**src/core/pwt_pkg.sv**
```systemverilog
// package: register map, field positions and encodings of the pwm timer channel
package pwt_pkg;
  // register byte addresses
  localparam logic [15:0] ADDR_CLK_SETUP = 16'h506b;
  localparam logic [15:0] ADDR_CTRL      = 16'h5460;
  localparam logic [15:0] ADDR_COUNT     = 16'h5462;
  localparam logic [15:0] ADDR_CC_CTRL   = 16'h5464;
  localparam logic [15:0] ADDR_CCA       = 16'h5466;
  localparam logic [15:0] ADDR_CCB       = 16'h5468;
  localparam logic [15:0] ADDR_IRQ_EN    = 16'h546a;
  localparam logic [15:0] ADDR_IRQ_FLG   = 16'h546c;
  localparam int          AW             = 16;
  // count clock setup fields
  localparam int CLK_GATE_BIT = 0;
  localparam int CLK_SRC_LSB  = 2;
  localparam int CLK_DIV_LSB  = 4;
  // counter control fields
  localparam int CTL_RUN_BIT   = 0;
  localparam int CTL_CLR_BIT   = 1;
  localparam int CTL_ONE_BIT   = 2;
  localparam int CTL_BUF_BIT   = 3;
  localparam int CTL_SEL_LSB   = 4;
  localparam int CTL_HALF_BIT  = 6;
  // compare/capture control fields
  localparam int CC_A_CAP_BIT  = 0;
  localparam int CC_A_POL_BIT  = 1;
  localparam int CC_A_WAV_LSB  = 4;
  localparam int CC_A_EDG_LSB  = 6;
  localparam int CC_B_CAP_BIT  = 8;
  localparam int CC_B_POL_BIT  = 9;
  localparam int CC_B_WAV_LSB  = 12;
  localparam int CC_B_EDG_LSB  = 14;
  // interrupt bit positions
  localparam int IRQ_CMP_A = 0;
  localparam int IRQ_CMP_B = 1;
  localparam int IRQ_CAP_A = 2;
  localparam int IRQ_CAP_B = 3;
  localparam int IRQ_OVR_A = 4;
  localparam int IRQ_OVR_B = 5;
  localparam int NIRQ      = 6;
  // reset values
  localparam logic [15:0] RST_WORD = 16'h0000;
  // clock sources
  localparam logic [1:0] SRC_RC   = 2'h0;
  localparam logic [1:0] SRC_LOW  = 2'h1;
  localparam logic [1:0] SRC_HIGH = 2'h2;
  localparam logic [1:0] SRC_EXT  = 2'h3;
  localparam logic [3:0] DIV_LOW_MAX = 4'h8;
  // capture edges
  localparam logic [1:0] EDGE_NONE = 2'h0;
  localparam logic [1:0] EDGE_RISE = 2'h1;
  localparam logic [1:0] EDGE_FALL = 2'h2;
  localparam logic [1:0] EDGE_BOTH = 2'h3;
  // output waveforms
  localparam logic [1:0] WAV_OFF    = 2'h0;
  localparam logic [1:0] WAV_SETCLR = 2'h1;
  localparam logic [1:0] WAV_TOG_A  = 2'h2;
  localparam logic [1:0] WAV_TOG_B  = 2'h3;
  // bus handshake states
  typedef enum logic [1:0] {
    BUS_IDLE = 2'b01,
    BUS_ACK  = 2'b10
  } pwt_bus_t;
endpackage

```
**src/core/pwt_timer.sv**
```systemverilog
// one pwm timer channel: prescaler, 16-bit counter, two compare/capture units
`timescale 1ns/100ps
module pwt_timer
  import pwt_pkg::*;
#(
  parameter int CW = 16
) (
  input  wire logic          clk_i,
  input  wire logic          rst_n_i,
  input  wire logic [AW-1:0] avs_address_i,
  input  wire logic          avs_read_i,
  input  wire logic          avs_write_i,
  input  wire logic [15:0]   avs_writedata_i,
  input  wire logic [1:0]    avs_byteenable_i,
  output logic      [15:0]   avs_readdata_o,
  output logic               avs_waitrequest_o,
  input  wire logic          osc_rc_i,
  input  wire logic          osc_low_i,
  input  wire logic          osc_high_i,
  input  wire logic          clk_ext_i,
  input  wire logic          capture_a_i,
  input  wire logic          capture_b_i,
  output logic               timer_output_a_o,
  output logic               timer_output_b_o,
  output logic               irq_o
);

  // ==========================================================
  // pin synchronisers (three stages, first read only by second)
  // ==========================================================
  logic [5:0] sync1_r;
  logic [5:0] sync2_r;
  logic [5:0] sync3_r;
  always_ff @(posedge clk_i or negedge rst_n_i) begin
    if (!rst_n_i) begin
      sync1_r <= 6'h00;
      sync2_r <= 6'h00;
      sync3_r <= 6'h00;
    end else begin
      sync1_r <= {capture_b_i, capture_a_i, clk_ext_i, osc_high_i, osc_low_i, osc_rc_i};
      sync2_r <= sync1_r;
      sync3_r <= sync2_r;
    end
  end

  // ==========================================================
  // registers
  // ==========================================================
  logic [7:0]      clk_setup_r;
  logic [15:0]     ctrl_r;
  logic [15:0]     cc_ctrl_r;
  logic [15:0]     cca_r;
  logic [15:0]     ccb_r;
  logic [15:0]     cca_live_r;
  logic [15:0]     ccb_live_r;
  logic [NIRQ-1:0] irq_en_r;
  logic [NIRQ-1:0] irq_flg_r;
  logic [CW-1:0]   count_r;
  pwt_bus_t        bus_r;

  logic wr_hit;
  logic lo_be;
  logic hi_be;
  // writes land at the edge where the master sees waitrequest low
  assign wr_hit = avs_write_i && (bus_r == BUS_ACK);
  assign lo_be  = avs_byteenable_i[0];
  assign hi_be  = avs_byteenable_i[1];

  // ==========================================================
  // count clock source, prescaler, gate
  // ==========================================================
  logic [1:0]  src;
  logic [3:0]  div;
  logic [3:0]  div_eff;
  logic        src_lvl;
  logic        src_prev_r;
  logic        src_tick;
  logic [14:0] pre_r;
  logic        cnt_tick;
  logic        half_r;
  logic        step;

  assign src = clk_setup_r[CLK_SRC_LSB +: 2];
  assign div = clk_setup_r[CLK_DIV_LSB +: 4];
  always_comb begin
    unique case (src)
      SRC_RC:   src_lvl = sync2_r[0];
      SRC_LOW:  src_lvl = sync2_r[1];
      SRC_HIGH: src_lvl = sync2_r[2];
      default:  src_lvl = sync2_r[3];
    endcase
    // low crystal limited to divide-by-256
    div_eff = (src == SRC_LOW && div > DIV_LOW_MAX) ? DIV_LOW_MAX : div;
  end
  assign src_tick = src_lvl && !src_prev_r;

  always_ff @(posedge clk_i or negedge rst_n_i) begin
    if (!rst_n_i) begin
      src_prev_r <= 1'b0;
      pre_r      <= 15'h0000;
    end else begin
      src_prev_r <= src_lvl;
      if (!clk_setup_r[CLK_GATE_BIT])
        pre_r <= 15'h0000;
      else if (src_tick)
        pre_r <= pre_r + 15'h0001;
    end
  end

  // tick when the low div bits of the prescaler roll over
  logic [14:0] pre_mask;
  assign pre_mask = 15'((16'h0001 << div_eff) - 16'h0001);
  assign cnt_tick = clk_setup_r[CLK_GATE_BIT] && src_tick
                    && ((pre_r & pre_mask) == pre_mask);

  always_ff @(posedge clk_i or negedge rst_n_i) begin
    if (!rst_n_i)
      half_r <= 1'b0;
    else if (cnt_tick)
      half_r <= ~half_r;
  end
  assign step = cnt_tick && (!ctrl_r[CTL_HALF_BIT] || half_r);

  // ==========================================================
  // counter and compare
  // ==========================================================
  logic cmp_a;
  logic cmp_b;
  logic clr_req;
  assign clr_req = wr_hit && avs_address_i == ADDR_CTRL && lo_be
                   && avs_writedata_i[CTL_CLR_BIT];
  assign cmp_a = step && ctrl_r[CTL_RUN_BIT] && !cc_ctrl_r[CC_A_CAP_BIT]
                 && count_r == cca_live_r;
  assign cmp_b = step && ctrl_r[CTL_RUN_BIT] && !cc_ctrl_r[CC_B_CAP_BIT]
                 && count_r == ccb_live_r;

  logic run_stop;
  assign run_stop = cmp_b && ctrl_r[CTL_ONE_BIT];

  always_ff @(posedge clk_i or negedge rst_n_i) begin
    if (!rst_n_i)
      count_r <= '0;
    else if (clr_req)
      count_r <= '0;
    else if (step && ctrl_r[CTL_RUN_BIT]) begin
      if (cmp_b)
        count_r <= '0;
      else
        count_r <= count_r + 1'b1;
    end
  end

  // live compare values: buffered copy updates at period end
  always_ff @(posedge clk_i or negedge rst_n_i) begin
    if (!rst_n_i) begin
      cca_live_r <= RST_WORD;
      ccb_live_r <= RST_WORD;
    end else if (!ctrl_r[CTL_BUF_BIT] || cmp_b || !ctrl_r[CTL_RUN_BIT]) begin
      cca_live_r <= cca_r;
      ccb_live_r <= ccb_r;
    end
  end

  // ==========================================================
  // capture edges
  // ==========================================================
  function automatic logic edge_hit(input logic [1:0] sel, input logic now, input logic was);
    edge_hit = (sel[0] && now && !was) || (sel[1] && !now && was);
  endfunction
  logic cap_a;
  logic cap_b;
  assign cap_a = cc_ctrl_r[CC_A_CAP_BIT]
                 && edge_hit(cc_ctrl_r[CC_A_EDG_LSB +: 2], sync2_r[4], sync3_r[4]);
  assign cap_b = cc_ctrl_r[CC_B_CAP_BIT]
                 && edge_hit(cc_ctrl_r[CC_B_EDG_LSB +: 2], sync2_r[5], sync3_r[5]);

  // ==========================================================
  // register writes
  // ==========================================================
  always_ff @(posedge clk_i or negedge rst_n_i) begin
    if (!rst_n_i) begin
      clk_setup_r <= 8'h00;
      ctrl_r      <= RST_WORD;
      cc_ctrl_r   <= RST_WORD;
      irq_en_r    <= '0;
    end else begin
      // one-shot drops the run bit at period end; a write in that cycle wins
      if (run_stop)
        ctrl_r[CTL_RUN_BIT] <= 1'b0;
      if (wr_hit) begin
        if (avs_address_i == ADDR_CLK_SETUP && lo_be)
          clk_setup_r <= avs_writedata_i[7:0] & 8'hfd;
        if (avs_address_i == ADDR_CTRL && lo_be)
          ctrl_r <= {9'h000, avs_writedata_i[6:2], 1'b0, avs_writedata_i[0]};
        if (avs_address_i == ADDR_CC_CTRL) begin
          if (lo_be)
            cc_ctrl_r[7:0] <= avs_writedata_i[7:0] & 8'hf3;
          if (hi_be)
            cc_ctrl_r[15:8] <= avs_writedata_i[15:8] & 8'hf3;
        end
        if (avs_address_i == ADDR_IRQ_EN && lo_be)
          irq_en_r <= avs_writedata_i[NIRQ-1:0];
      end
    end
  end

  always_ff @(posedge clk_i or negedge rst_n_i) begin
    if (!rst_n_i) begin
      cca_r <= RST_WORD;
      ccb_r <= RST_WORD;
    end else begin
      if (cap_a)
        cca_r <= count_r;
      else if (wr_hit && avs_address_i == ADDR_CCA) begin
        if (lo_be) cca_r[7:0] <= avs_writedata_i[7:0];
        if (hi_be) cca_r[15:8] <= avs_writedata_i[15:8];
      end
      if (cap_b)
        ccb_r <= count_r;
      else if (wr_hit && avs_address_i == ADDR_CCB) begin
        if (lo_be) ccb_r[7:0] <= avs_writedata_i[7:0];
        if (hi_be) ccb_r[15:8] <= avs_writedata_i[15:8];
      end
    end
  end

  // ==========================================================
  // interrupt flags: set wins over write-one clear
  // ==========================================================
  logic [NIRQ-1:0] ev;
  logic [NIRQ-1:0] clr;
  assign ev = {cap_b && irq_flg_r[IRQ_CAP_B], cap_a && irq_flg_r[IRQ_CAP_A],
               cap_b, cap_a, cmp_b, cmp_a};
  assign clr = (wr_hit && avs_address_i == ADDR_IRQ_FLG && lo_be)
               ? avs_writedata_i[NIRQ-1:0] : '0;
  always_ff @(posedge clk_i or negedge rst_n_i) begin
    if (!rst_n_i) begin
      irq_flg_r <= '0;
      irq_o     <= 1'b0;
    end else begin
      irq_flg_r <= (irq_flg_r & ~clr) | ev;
      irq_o     <= |(((irq_flg_r & ~clr) | ev) & irq_en_r);
    end
  end

  // ==========================================================
  // timer outputs
  // ==========================================================
  function automatic logic wave_nxt(input logic [1:0] m, input logic cur,
                                    input logic ma, input logic mb);
    unique case (m)
      WAV_OFF:    wave_nxt = 1'b0;
      WAV_SETCLR: wave_nxt = mb ? 1'b0 : (ma ? 1'b1 : cur);
      WAV_TOG_A:  wave_nxt = ma ? ~cur : cur;
      default:    wave_nxt = mb ? ~cur : cur;
    endcase
  endfunction
  logic wav_a_r;
  logic wav_b_r;
  logic wav_a_nxt;
  logic wav_b_nxt;
  assign wav_a_nxt = wave_nxt(cc_ctrl_r[CC_A_WAV_LSB +: 2], wav_a_r, cmp_a, cmp_b);
  assign wav_b_nxt = wave_nxt(cc_ctrl_r[CC_B_WAV_LSB +: 2], wav_b_r, cmp_a, cmp_b);
  always_ff @(posedge clk_i or negedge rst_n_i) begin
    if (!rst_n_i) begin
      wav_a_r          <= 1'b0;
      wav_b_r          <= 1'b0;
      timer_output_a_o <= 1'b0;
      timer_output_b_o <= 1'b0;
    end else begin
      wav_a_r          <= wav_a_nxt;
      wav_b_r          <= wav_b_nxt;
      timer_output_a_o <= wav_a_nxt ^ cc_ctrl_r[CC_A_POL_BIT];
      timer_output_b_o <= wav_b_nxt ^ cc_ctrl_r[CC_B_POL_BIT];
    end
  end

  // ==========================================================
  // avalon slave: one wait cycle for every access
  // ==========================================================
  logic [15:0] rd_mux;
  always_comb begin
    unique case (avs_address_i)
      ADDR_CLK_SETUP: rd_mux = {8'h00, clk_setup_r};
      ADDR_CTRL:      rd_mux = ctrl_r;
      ADDR_COUNT:     rd_mux = count_r;
      ADDR_CC_CTRL:   rd_mux = cc_ctrl_r;
      ADDR_CCA:       rd_mux = cca_r;
      ADDR_CCB:       rd_mux = ccb_r;
      ADDR_IRQ_EN:    rd_mux = {10'h000, irq_en_r};
      ADDR_IRQ_FLG:   rd_mux = {10'h000, irq_flg_r};
      default:        rd_mux = 16'h0000;
    endcase
  end
  always_ff @(posedge clk_i or negedge rst_n_i) begin
    if (!rst_n_i) begin
      bus_r             <= BUS_IDLE;
      avs_waitrequest_o <= 1'b1;
      avs_readdata_o    <= 16'h0000;
    end else begin
      unique case (bus_r)
        BUS_IDLE: begin
          if (avs_read_i || avs_write_i) begin
            bus_r             <= BUS_ACK;
            avs_waitrequest_o <= 1'b0;
            avs_readdata_o    <= rd_mux;
          end
        end
        BUS_ACK: begin
          bus_r             <= BUS_IDLE;
          avs_waitrequest_o <= 1'b1;
        end
      endcase
    end
  end

  // ==========================================================
  // checks
  // ==========================================================
  a_clear_zeroes: assert property (@(posedge clk_i) disable iff (!rst_n_i)
    clr_req |=> count_r == '0) else $error("counter not cleared");
  a_stop_holds: assert property (@(posedge clk_i) disable iff (!rst_n_i)
    (!ctrl_r[CTL_RUN_BIT] && !clr_req) |=> $stable(count_r))
    else $error("counter moved while stopped");
  a_gate_blocks: assert property (@(posedge clk_i) disable iff (!rst_n_i)
    !clk_setup_r[CLK_GATE_BIT] |-> !step) else $error("count while gated");
  a_oneshot_stop: assert property (@(posedge clk_i) disable iff (!rst_n_i)
    run_stop |=> count_r == '0) else $error("one-shot did not restart at zero");
  a_capture_a: assert property (@(posedge clk_i) disable iff (!rst_n_i)
    cap_a |=> cca_r == $past(count_r)) else $error("capture a lost");
  a_flag_sets: assert property (@(posedge clk_i) disable iff (!rst_n_i)
    cmp_a |=> irq_flg_r[IRQ_CMP_A]) else $error("compare a flag missed");
  a_overrun_b: assert property (@(posedge clk_i) disable iff (!rst_n_i)
    (cap_b && irq_flg_r[IRQ_CAP_B]) |=> irq_flg_r[IRQ_OVR_B])
    else $error("overrun b missed");
  a_irq_gated: assert property (@(posedge clk_i) disable iff (!rst_n_i)
    ##1 (irq_o == |($past(irq_flg_r & ~clr | ev) & $past(irq_en_r))))
    else $error("irq mismatch");
  a_invert_a: assert property (@(posedge clk_i) disable iff (!rst_n_i)
    ##1 timer_output_a_o == (wav_a_r ^ $past(cc_ctrl_r[CC_A_POL_BIT])))
    else $error("output a polarity wrong");
  a_oneshot_halt: assert property (@(posedge clk_i) disable iff (!rst_n_i)
    (run_stop && !wr_hit) |=> !ctrl_r[CTL_RUN_BIT])
    else $error("one-shot kept running");
  a_overrun_a: assert property (@(posedge clk_i) disable iff (!rst_n_i)
    (cap_a && irq_flg_r[IRQ_CAP_A]) |=> irq_flg_r[IRQ_OVR_A])
    else $error("overrun a missed");
  a_flag_clears: assert property (@(posedge clk_i) disable iff (!rst_n_i)
    (clr[IRQ_CMP_A] && !ev[IRQ_CMP_A]) |=> !irq_flg_r[IRQ_CMP_A])
    else $error("compare a flag not cleared");
  a_half_rate: assert property (@(posedge clk_i) disable iff (!rst_n_i)
    (ctrl_r[CTL_HALF_BIT] && !half_r) |-> !step)
    else $error("half clock mode stepped early");
  a_b_wraps: assert property (@(posedge clk_i) disable iff (!rst_n_i)
    (cmp_b && !clr_req) |=> count_r == '0)
    else $error("compare b did not restart counter");

endmodule

```
**config.mk**
```make
export PLATFORM = sky130hd
export DESIGN_NAME = pwt_timer
export DESIGN_NICKNAME = d
export VERILOG_FILES = /design/src/core/pwt_pkg.sv /design/src/core/pwt_timer.sv
export SDC_FILE = /design/constraint.sdc
export NUM_CORES = 1
export LEC_CHECK = 0
export ABC_AREA = 1
export BUFFER_PORTS_ARGS = -buffer_cell sky130_fd_sc_hd__buf_2
export CAP_MARGIN = 5
export CORE_MARGIN = 10
export CORE_UTILIZATION = 30
export DETAILED_ROUTE_END_ITERATION = 10
export PLACE_DENSITY = 0.49
export SETUP_SLACK_MARGIN = 0.3
export SLEW_MARGIN = 20
export SYNTH_ARGS = -nofsm -noshare
export SYNTH_HDL_FRONTEND = slang
export SYNTH_SLANG_ARGS = --single-unit
```
**constraint.sdc**
```tcl
create_clock -name clk_i -period 7.5 [get_ports clk_i]
set_clock_uncertainty 0.2 [all_clocks]
set_input_delay 0.75 -clock clk_i [delete_from_list [all_inputs] [get_ports clk_i]]
set_output_delay 0.75 -clock clk_i [all_outputs]
set_load 0.005 [all_outputs]
```
**Yosys cells after proc, flatten, opt, wreduce, memory -nomap -nowiden**

Cells that the tools add are included.
Widths: inputs -> output; s select.

- Register bits: 176
- Input port bits: 44

- $add $sub $neg: 3
- Order comparisons: 1
- Eq/ne operators: 21
- Shift operators: 1
- Muxes and demuxes: 32
- Bitwise logic cells: 10
- Reductions and logical operators: 71

Operator list:

| operator | number |
|---|---|
| $eq 16x15->1 const B | 8 |
| $pmux 16 s8 | 1 |
| $mux 16 | 7 |
| $logic_and 1x1->1 | 34 |
| $eq 16x16->1 | 2 |
| $mux 15 | 2 |
| $add 16x1->16 const B | 1 |
| $mux 8 | 2 |
| $reduce_and 2->1 | 8 |
| $add 15x1->15 const B | 1 |
| $and 15x15->15 | 1 |
| $eq 15x15->1 | 1 |
| $shl 1x4->15 const A | 1 |
| $sub 15x1->15 const B | 1 |
| $reduce_bool 2->1 | 7 |
| $and 6x6->6 | 2 |
| $mux 1 | 12 |
| $logic_not 1->1 | 10 |
| $pmux 1 s3 | 3 |
| $eq 2x1->1 const B | 4 |
| $eq 2x2->1 const B | 4 |
| $logic_not 2->1 | 3 |
| $logic_or 1x1->1 | 6 |
| $mux 6 | 1 |
| other kinds (13) | 17 |

**Logic depth before layout (Yosys ltp)**

- Word-level depth: 16
- Mapped depth: 24
- Depth with buffers taken out: 24

**Worst setup path before layout**

No wires, ideal clock.

- Kind: reg2reg
- Start: register clk_setup_r[7]
- End: register timer_output_a_o
- Library setup time: 0.116 ns
- Arrival time: 2.643 ns
- Data required time: 7.184 ns
- Path slack: 4.540 ns
- Stages on the path, launching flop included: 23
- Path buffers: 1
- Path through: dfrtp_1 > buf_4 > nand3_1 > nand4_1 > ha_1 > inv_1 > nand2_1 > nand2_1 > nor2_1 > nand3_1 > nor2_1 > nand4_1 > nor2_1 > nand2_1 > nor2_4 > nand2_1 > inv_1 > nand2_1 > ha_1 > o21ai_0 > nand2_1 > nand3_1 > nand2_1

- Cells in the longest elaborated chain, start to end: 16
- Elaborated cells between the ends (all ways): 20
- Classes of those cells: 1 x add/sub; 1 x order compare; 1 x eq/ne; 1 x shift; 6 x mux; 2 x bitwise; 8 x reduce/logical

RTL lines:

| what | line | text |
|---|---|---|
| start: declaration | pwt_timer.sv:49 | `logic [7:0] clk_setup_r;` |
| start signal: assignment | pwt_timer.sv:192 | `clk_setup_r <= avs_writedata_i[7:0] & 8'hfd;` |
| $gt 4x4->1 | pwt_timer.sv:93 | `div_eff = (src == SRC_LOW && div > DIV_LOW_MAX) ? DIV_LOW_MAX : div;` |
| $logic_and 1x1->1 | pwt_timer.sv:93 |  |
| $mux 4 * | pwt_timer.sv:93 |  |
| $shl 1x4->15 * | pwt_timer.sv:112 | `assign pre_mask = 15'((16'h0001 << div_eff) - 16'h0001);` |
| $sub 15x1->15 * | pwt_timer.sv:112 |  |
| $and 15x15->15 | pwt_timer.sv:114 | `&& ((pre_r & pre_mask) == pre_mask);` |
| $eq 15x15->1 * | pwt_timer.sv:114 |  |
| $logic_and 1x1->1 * | pwt_timer.sv:114 |  |
| $logic_and 1x1->1 * | pwt_timer.sv:122 | `assign step = cnt_tick && (!ctrl_r[CTL_HALF_BIT] \|\| half_r);` |
| $logic_and 1x1->1 * | pwt_timer.sv:132, pwt_timer.sv:134 |  |
| $logic_and 1x1->1 | pwt_timer.sv:132 | `assign cmp_a = step && ctrl_r[CTL_RUN_BIT] && !cc_ctrl_r[CC_A_CAP_BIT]` |
| $logic_and 1x1->1 | pwt_timer.sv:133 | `&& count_r == cca_live_r;` |
| $mux 1 (2 in a row) | pwt_timer.sv:253 | `WAV_SETCLR: wave_nxt = mb ? 1'b0 : (ma ? 1'b1 : cur);` |
| $pmux 1 s3 * | pwt_timer.sv:251 | `unique case (m)` |
| $xor 1x1->1 * | pwt_timer.sv:273 | `timer_output_a_o <= wav_a_nxt ^ cc_ctrl_r[CC_A_POL_BIT];` |
| end signal: assignment | pwt_timer.sv:273 |  |
| end: declaration | pwt_timer.sv:23 | `output logic timer_output_a_o,` |

Mark *: on every way between the ends. The rest lies on a longest branch, timed or not.
A chain may end at the register's enable or synchronous reset.

**Worst setup path in the final report**

Ends and elaborated chain as after synthesis.

==> flow_metrics.tcl <==
set metrics [dict create \
    ctsResizeCount 0 \
    die_x_um 189 \
    final.setup.tns_ns 0 \
    cts_sinks 171 \
    cp_top_family "simple AND/OR/NAND/NOR gates" \
    io-pin-count 64 \
    setup_viol 0 \
    dieArea_um2 35800 \
    grt_pass1_wl_mm 43.5 \
    slowest_stage "dfrtp_1" \
    antenna_found_initial 1 \
    routabilityCongestion 0.865 \
    hold_buffers 0 \
    drt_iter0_drc 647 \
    ys_seq_area_frac 0.498 \
    post_cts_buffers 0 \
    grt_max_degree 102 \
    cts_made_buffers 17 \
    clk_path_buf_depth 2 \
    rsz0062_at_grt "no" \
    power_mw 2.04 \
    holdWs_ns 0.149 \
    cap_viol_max_count 0 \
    grt_usage 0.156 \
    hold_path_class "register to register" \
    dpl_worst_slack_ns 3.69 \
    layout-area-overhead-vs-synth_pct 14.7 \
    slew_violations 0 \
    syn_avg_cell_area_um2 8.02 \
    yosysUniqueCellTypes 41 \
    multi_input_area_um2 3520 \
    cts_max_level 4 \
    worstHoldPathCells 0 \
    crit_chain "nand3_1 > nand4_1 > ha_1 > inv_1 > nand2_1 > nand2_1 > nor2_1 > nand3_1 > nor2_1 > nand4_1 > nor2_1 > nand2_1 > nor2_4 > nand2_1 > inv_1 > nand2_1 > ha_1 > o21ai_0 > nand2_1 > nand2_1 > nand2_1 > nand2_1" \
    rows 61 \
    power_leakage_nw 4.62 \
    final_nets 1172 \
    ys_seq_elements 171 \
    cp-start-kind "register" \
    fin_crit_sh 0.460 \
    cp-end-kind "register" \
    die_y_um 189 \
    vias 7545 \
    ctsRootBufferMaster "clkbuf_16" \
    start_util 0.307 \
    drc 0 \
    drive_gt1_frac 0.100 \
    p_per_area_nw_per_um2 207 \
    fillers 2956 \
    path_clk_slew_ns 0.07 \
    crit_type "register to register" \
    slowest_delay_ns 0.52 \
    cp_common_cell "nand2_1" \
    reg2reg_depth 22 \
    wl_per_cell_um 18.1 \
    tightest_slew_ns 1.06 \
    path_buf_inv 2 \
    ff_latch_area_um2 4280 \
    place_area_um2 9270 \
    crit_fanout 12 \
    grt_overflow 0 \
    critPathArrivalTime_ns 3.62 \
    yosys_warnings 0 \
    firstDrtPassIters 7 \
    final_area_um2 9860 \
    status "finished, final reports clean" \
    required_ns 7.67 \
    cts_tree "yes" \
    fin_crit_ns 3.45 \
    port_buffers 63 \
    syn_area_um2 8600 \
    fmax_mhz 290 \
    syn_inst 1072 \
    syn_nets 1121 \
    drtAntennaViolNets 0 \
    hold_viol 0 \
    irDropWorstVdd_v 0.000152 \
    clock_latency_ns 0.44 \
    vias_per_cell 4.98 \
    worst-path-stages 22 \
    relSlewSlack 0.290 \
    core_um2 28000 \
    setup_ws_ns 4.05 \
    drt_wl_total_mm 27.4 \
    post-dp-hpwl_mm 19.9 \
    grt_pass1_vias 7377 \
]
==> sequential cells by signal, summed over array words and instances, names as in the netlist, 7 cells and up <==
register,count
ccb_live_r,16
cca_live_r,16
cc_ctrl_r,12
count_r,16
clk_setup_r,7
cca_r,16
ccb_r,16
avs_readdata_o,16
pre_r,15
==> cells in the mapped netlist <==
master / instances / area [um2]
o21ai_0: 121 / 606
a21oi_1: 50 / 250
o21ai_2: 1 / 8.76
xor2_1: 17 / 149
clkbuf_2: 1 / 5.00
o21ai_1: 4 / 20.0
dfrtp_1: 170 / 4250
nand4_1: 11 / 68.8
o221ai_1: 1 / 8.76
nor4_1: 10 / 62.6
clkinv_1: 5 / 18.8
inv_2: 1 / 3.75
nand3_1: 45 / 225
a21oi_2: 1 / 8.76
or2_2: 1 / 6.26
a2111oi_0: 2 / 17.5
nand3b_1: 2 / 15.0
o21a_1: 2 / 15.0
o22ai_1: 48 / 300
dfstp_2: 1 / 26.3
a22oi_1: 2 / 15.0
nor2_1: 82 / 308
ha_1: 5 / 62.6
a21o_1: 2 / 15.0
nand2_1: 211 / 792
inv_1: 162 / 608
a221oi_1: 3 / 26.3
o211ai_1: 31 / 233
a211oi_1: 1 / 7.51
nor3_1: 24 / 120
buf_4: 5 / 37.5
clkbuf_1: 23 / 86.3
a31oi_1: 3 / 18.8
a22o_1: 2 / 17.5
buf_2: 8 / 40.0
xnor2_1: 5 / 43.8
mux2_2: 2 / 22.5
nor2_2: 3 / 18.8
nor3b_1: 1 / 7.51
nor2_4: 1 / 11.3
nand3_4: 2 / 35.0
==> cell families (layout without fill, tap and decap cells) <==
group | after synthesis | in the layout | share of synthesized area
simple gates | 393 | 393 | 0.194
buf+inv | 205 | 269 | 0.0930
flops | 171 | 171 | 0.498
xor+xnor | 22 | 22 | 0.0224
other cells | 0 | 1 | 0
compound gates | 274 | 274 | 0.182
mux | 2 | 2 | 0.00262
fa+ha+maj | 5 | 5 | 0.00728
==> power by group <==
part           leakage (nW)  switching, mW  internal [mW]  total [mW]
Sequential             2.20         0.0175          0.956       0.974
Combinational          2.13          0.114         0.0422       0.156
Clock                 0.289          0.422          0.487       0.909
==> per-stage QoR <==
stage | instances | utilization
floorplan | 1072 | -
global placement | 1482 | 0.331
detailed placement | 1482 | 0.331
CTS | 1514 | 0.352
global route | 1515 | 0.352
finish | 1515 | 0.352
==> cell type report <==
type	count	area share
tap	378	0.0480
inverter	168	0.0640
antenna	1	0.000254
sequential	171	0.434
timing repair buffer	69	0.0374
multi-input combinational	696	0.357
clock buffer	20	0.0463
clock inverter	12	0.0129
==> cells in the final DEF, fill, tap and decap left out, drive strengths merged <==
cell	n
diode	1
xnor2	5
a22o	2
dfstp	1
nand4	11
clkinv	8
o221ai	1
o21ai	126
buf	68
nor2	86
inv	170
or2	1
a21o	2
mux2	2
o22ai	48
nand3b	2
nand2	211
nor3	24
xor2	17
o21a	2
a211oi	1
o211ai	31
a31oi	3
a221oi	3
dfrtp	170
a21oi	51
a2111oi	2
bufinv	1
nand3	47
nor3b	1
nor4	10
a22oi	2
ha	5
clkinvlp	1
clkbuf	21
==> worst paths after layout <==
kind | startpoint | end | slack (ns)
setup / recovery | clk_setup_r[7] | timer_output_a_o | 4.05
hold / removal | sync1_r[0] | sync2_r[0] | 0.15
setup reg to reg | clk_setup_r[7] | timer_output_a_o | 4.05
hold reg to reg | sync1_r[0] | sync2_r[0] | 0.15
max in group asynchronous | rst_n_i | bus_r[1] | 5.40
min in group asynchronous | rst_n_i | avs_readdata_o[12] | 0.21
==> per-layer routing <==
layer	track usage	vias to the layer above	routed length, um
li1	-	3651	-
met5	0	-	0
met1	0.218	3649	13200
met4	0.0501	0	463
met2	0.236	216	12400
met3	0.0303	29	1310
(Power assumes the default switching activity.)
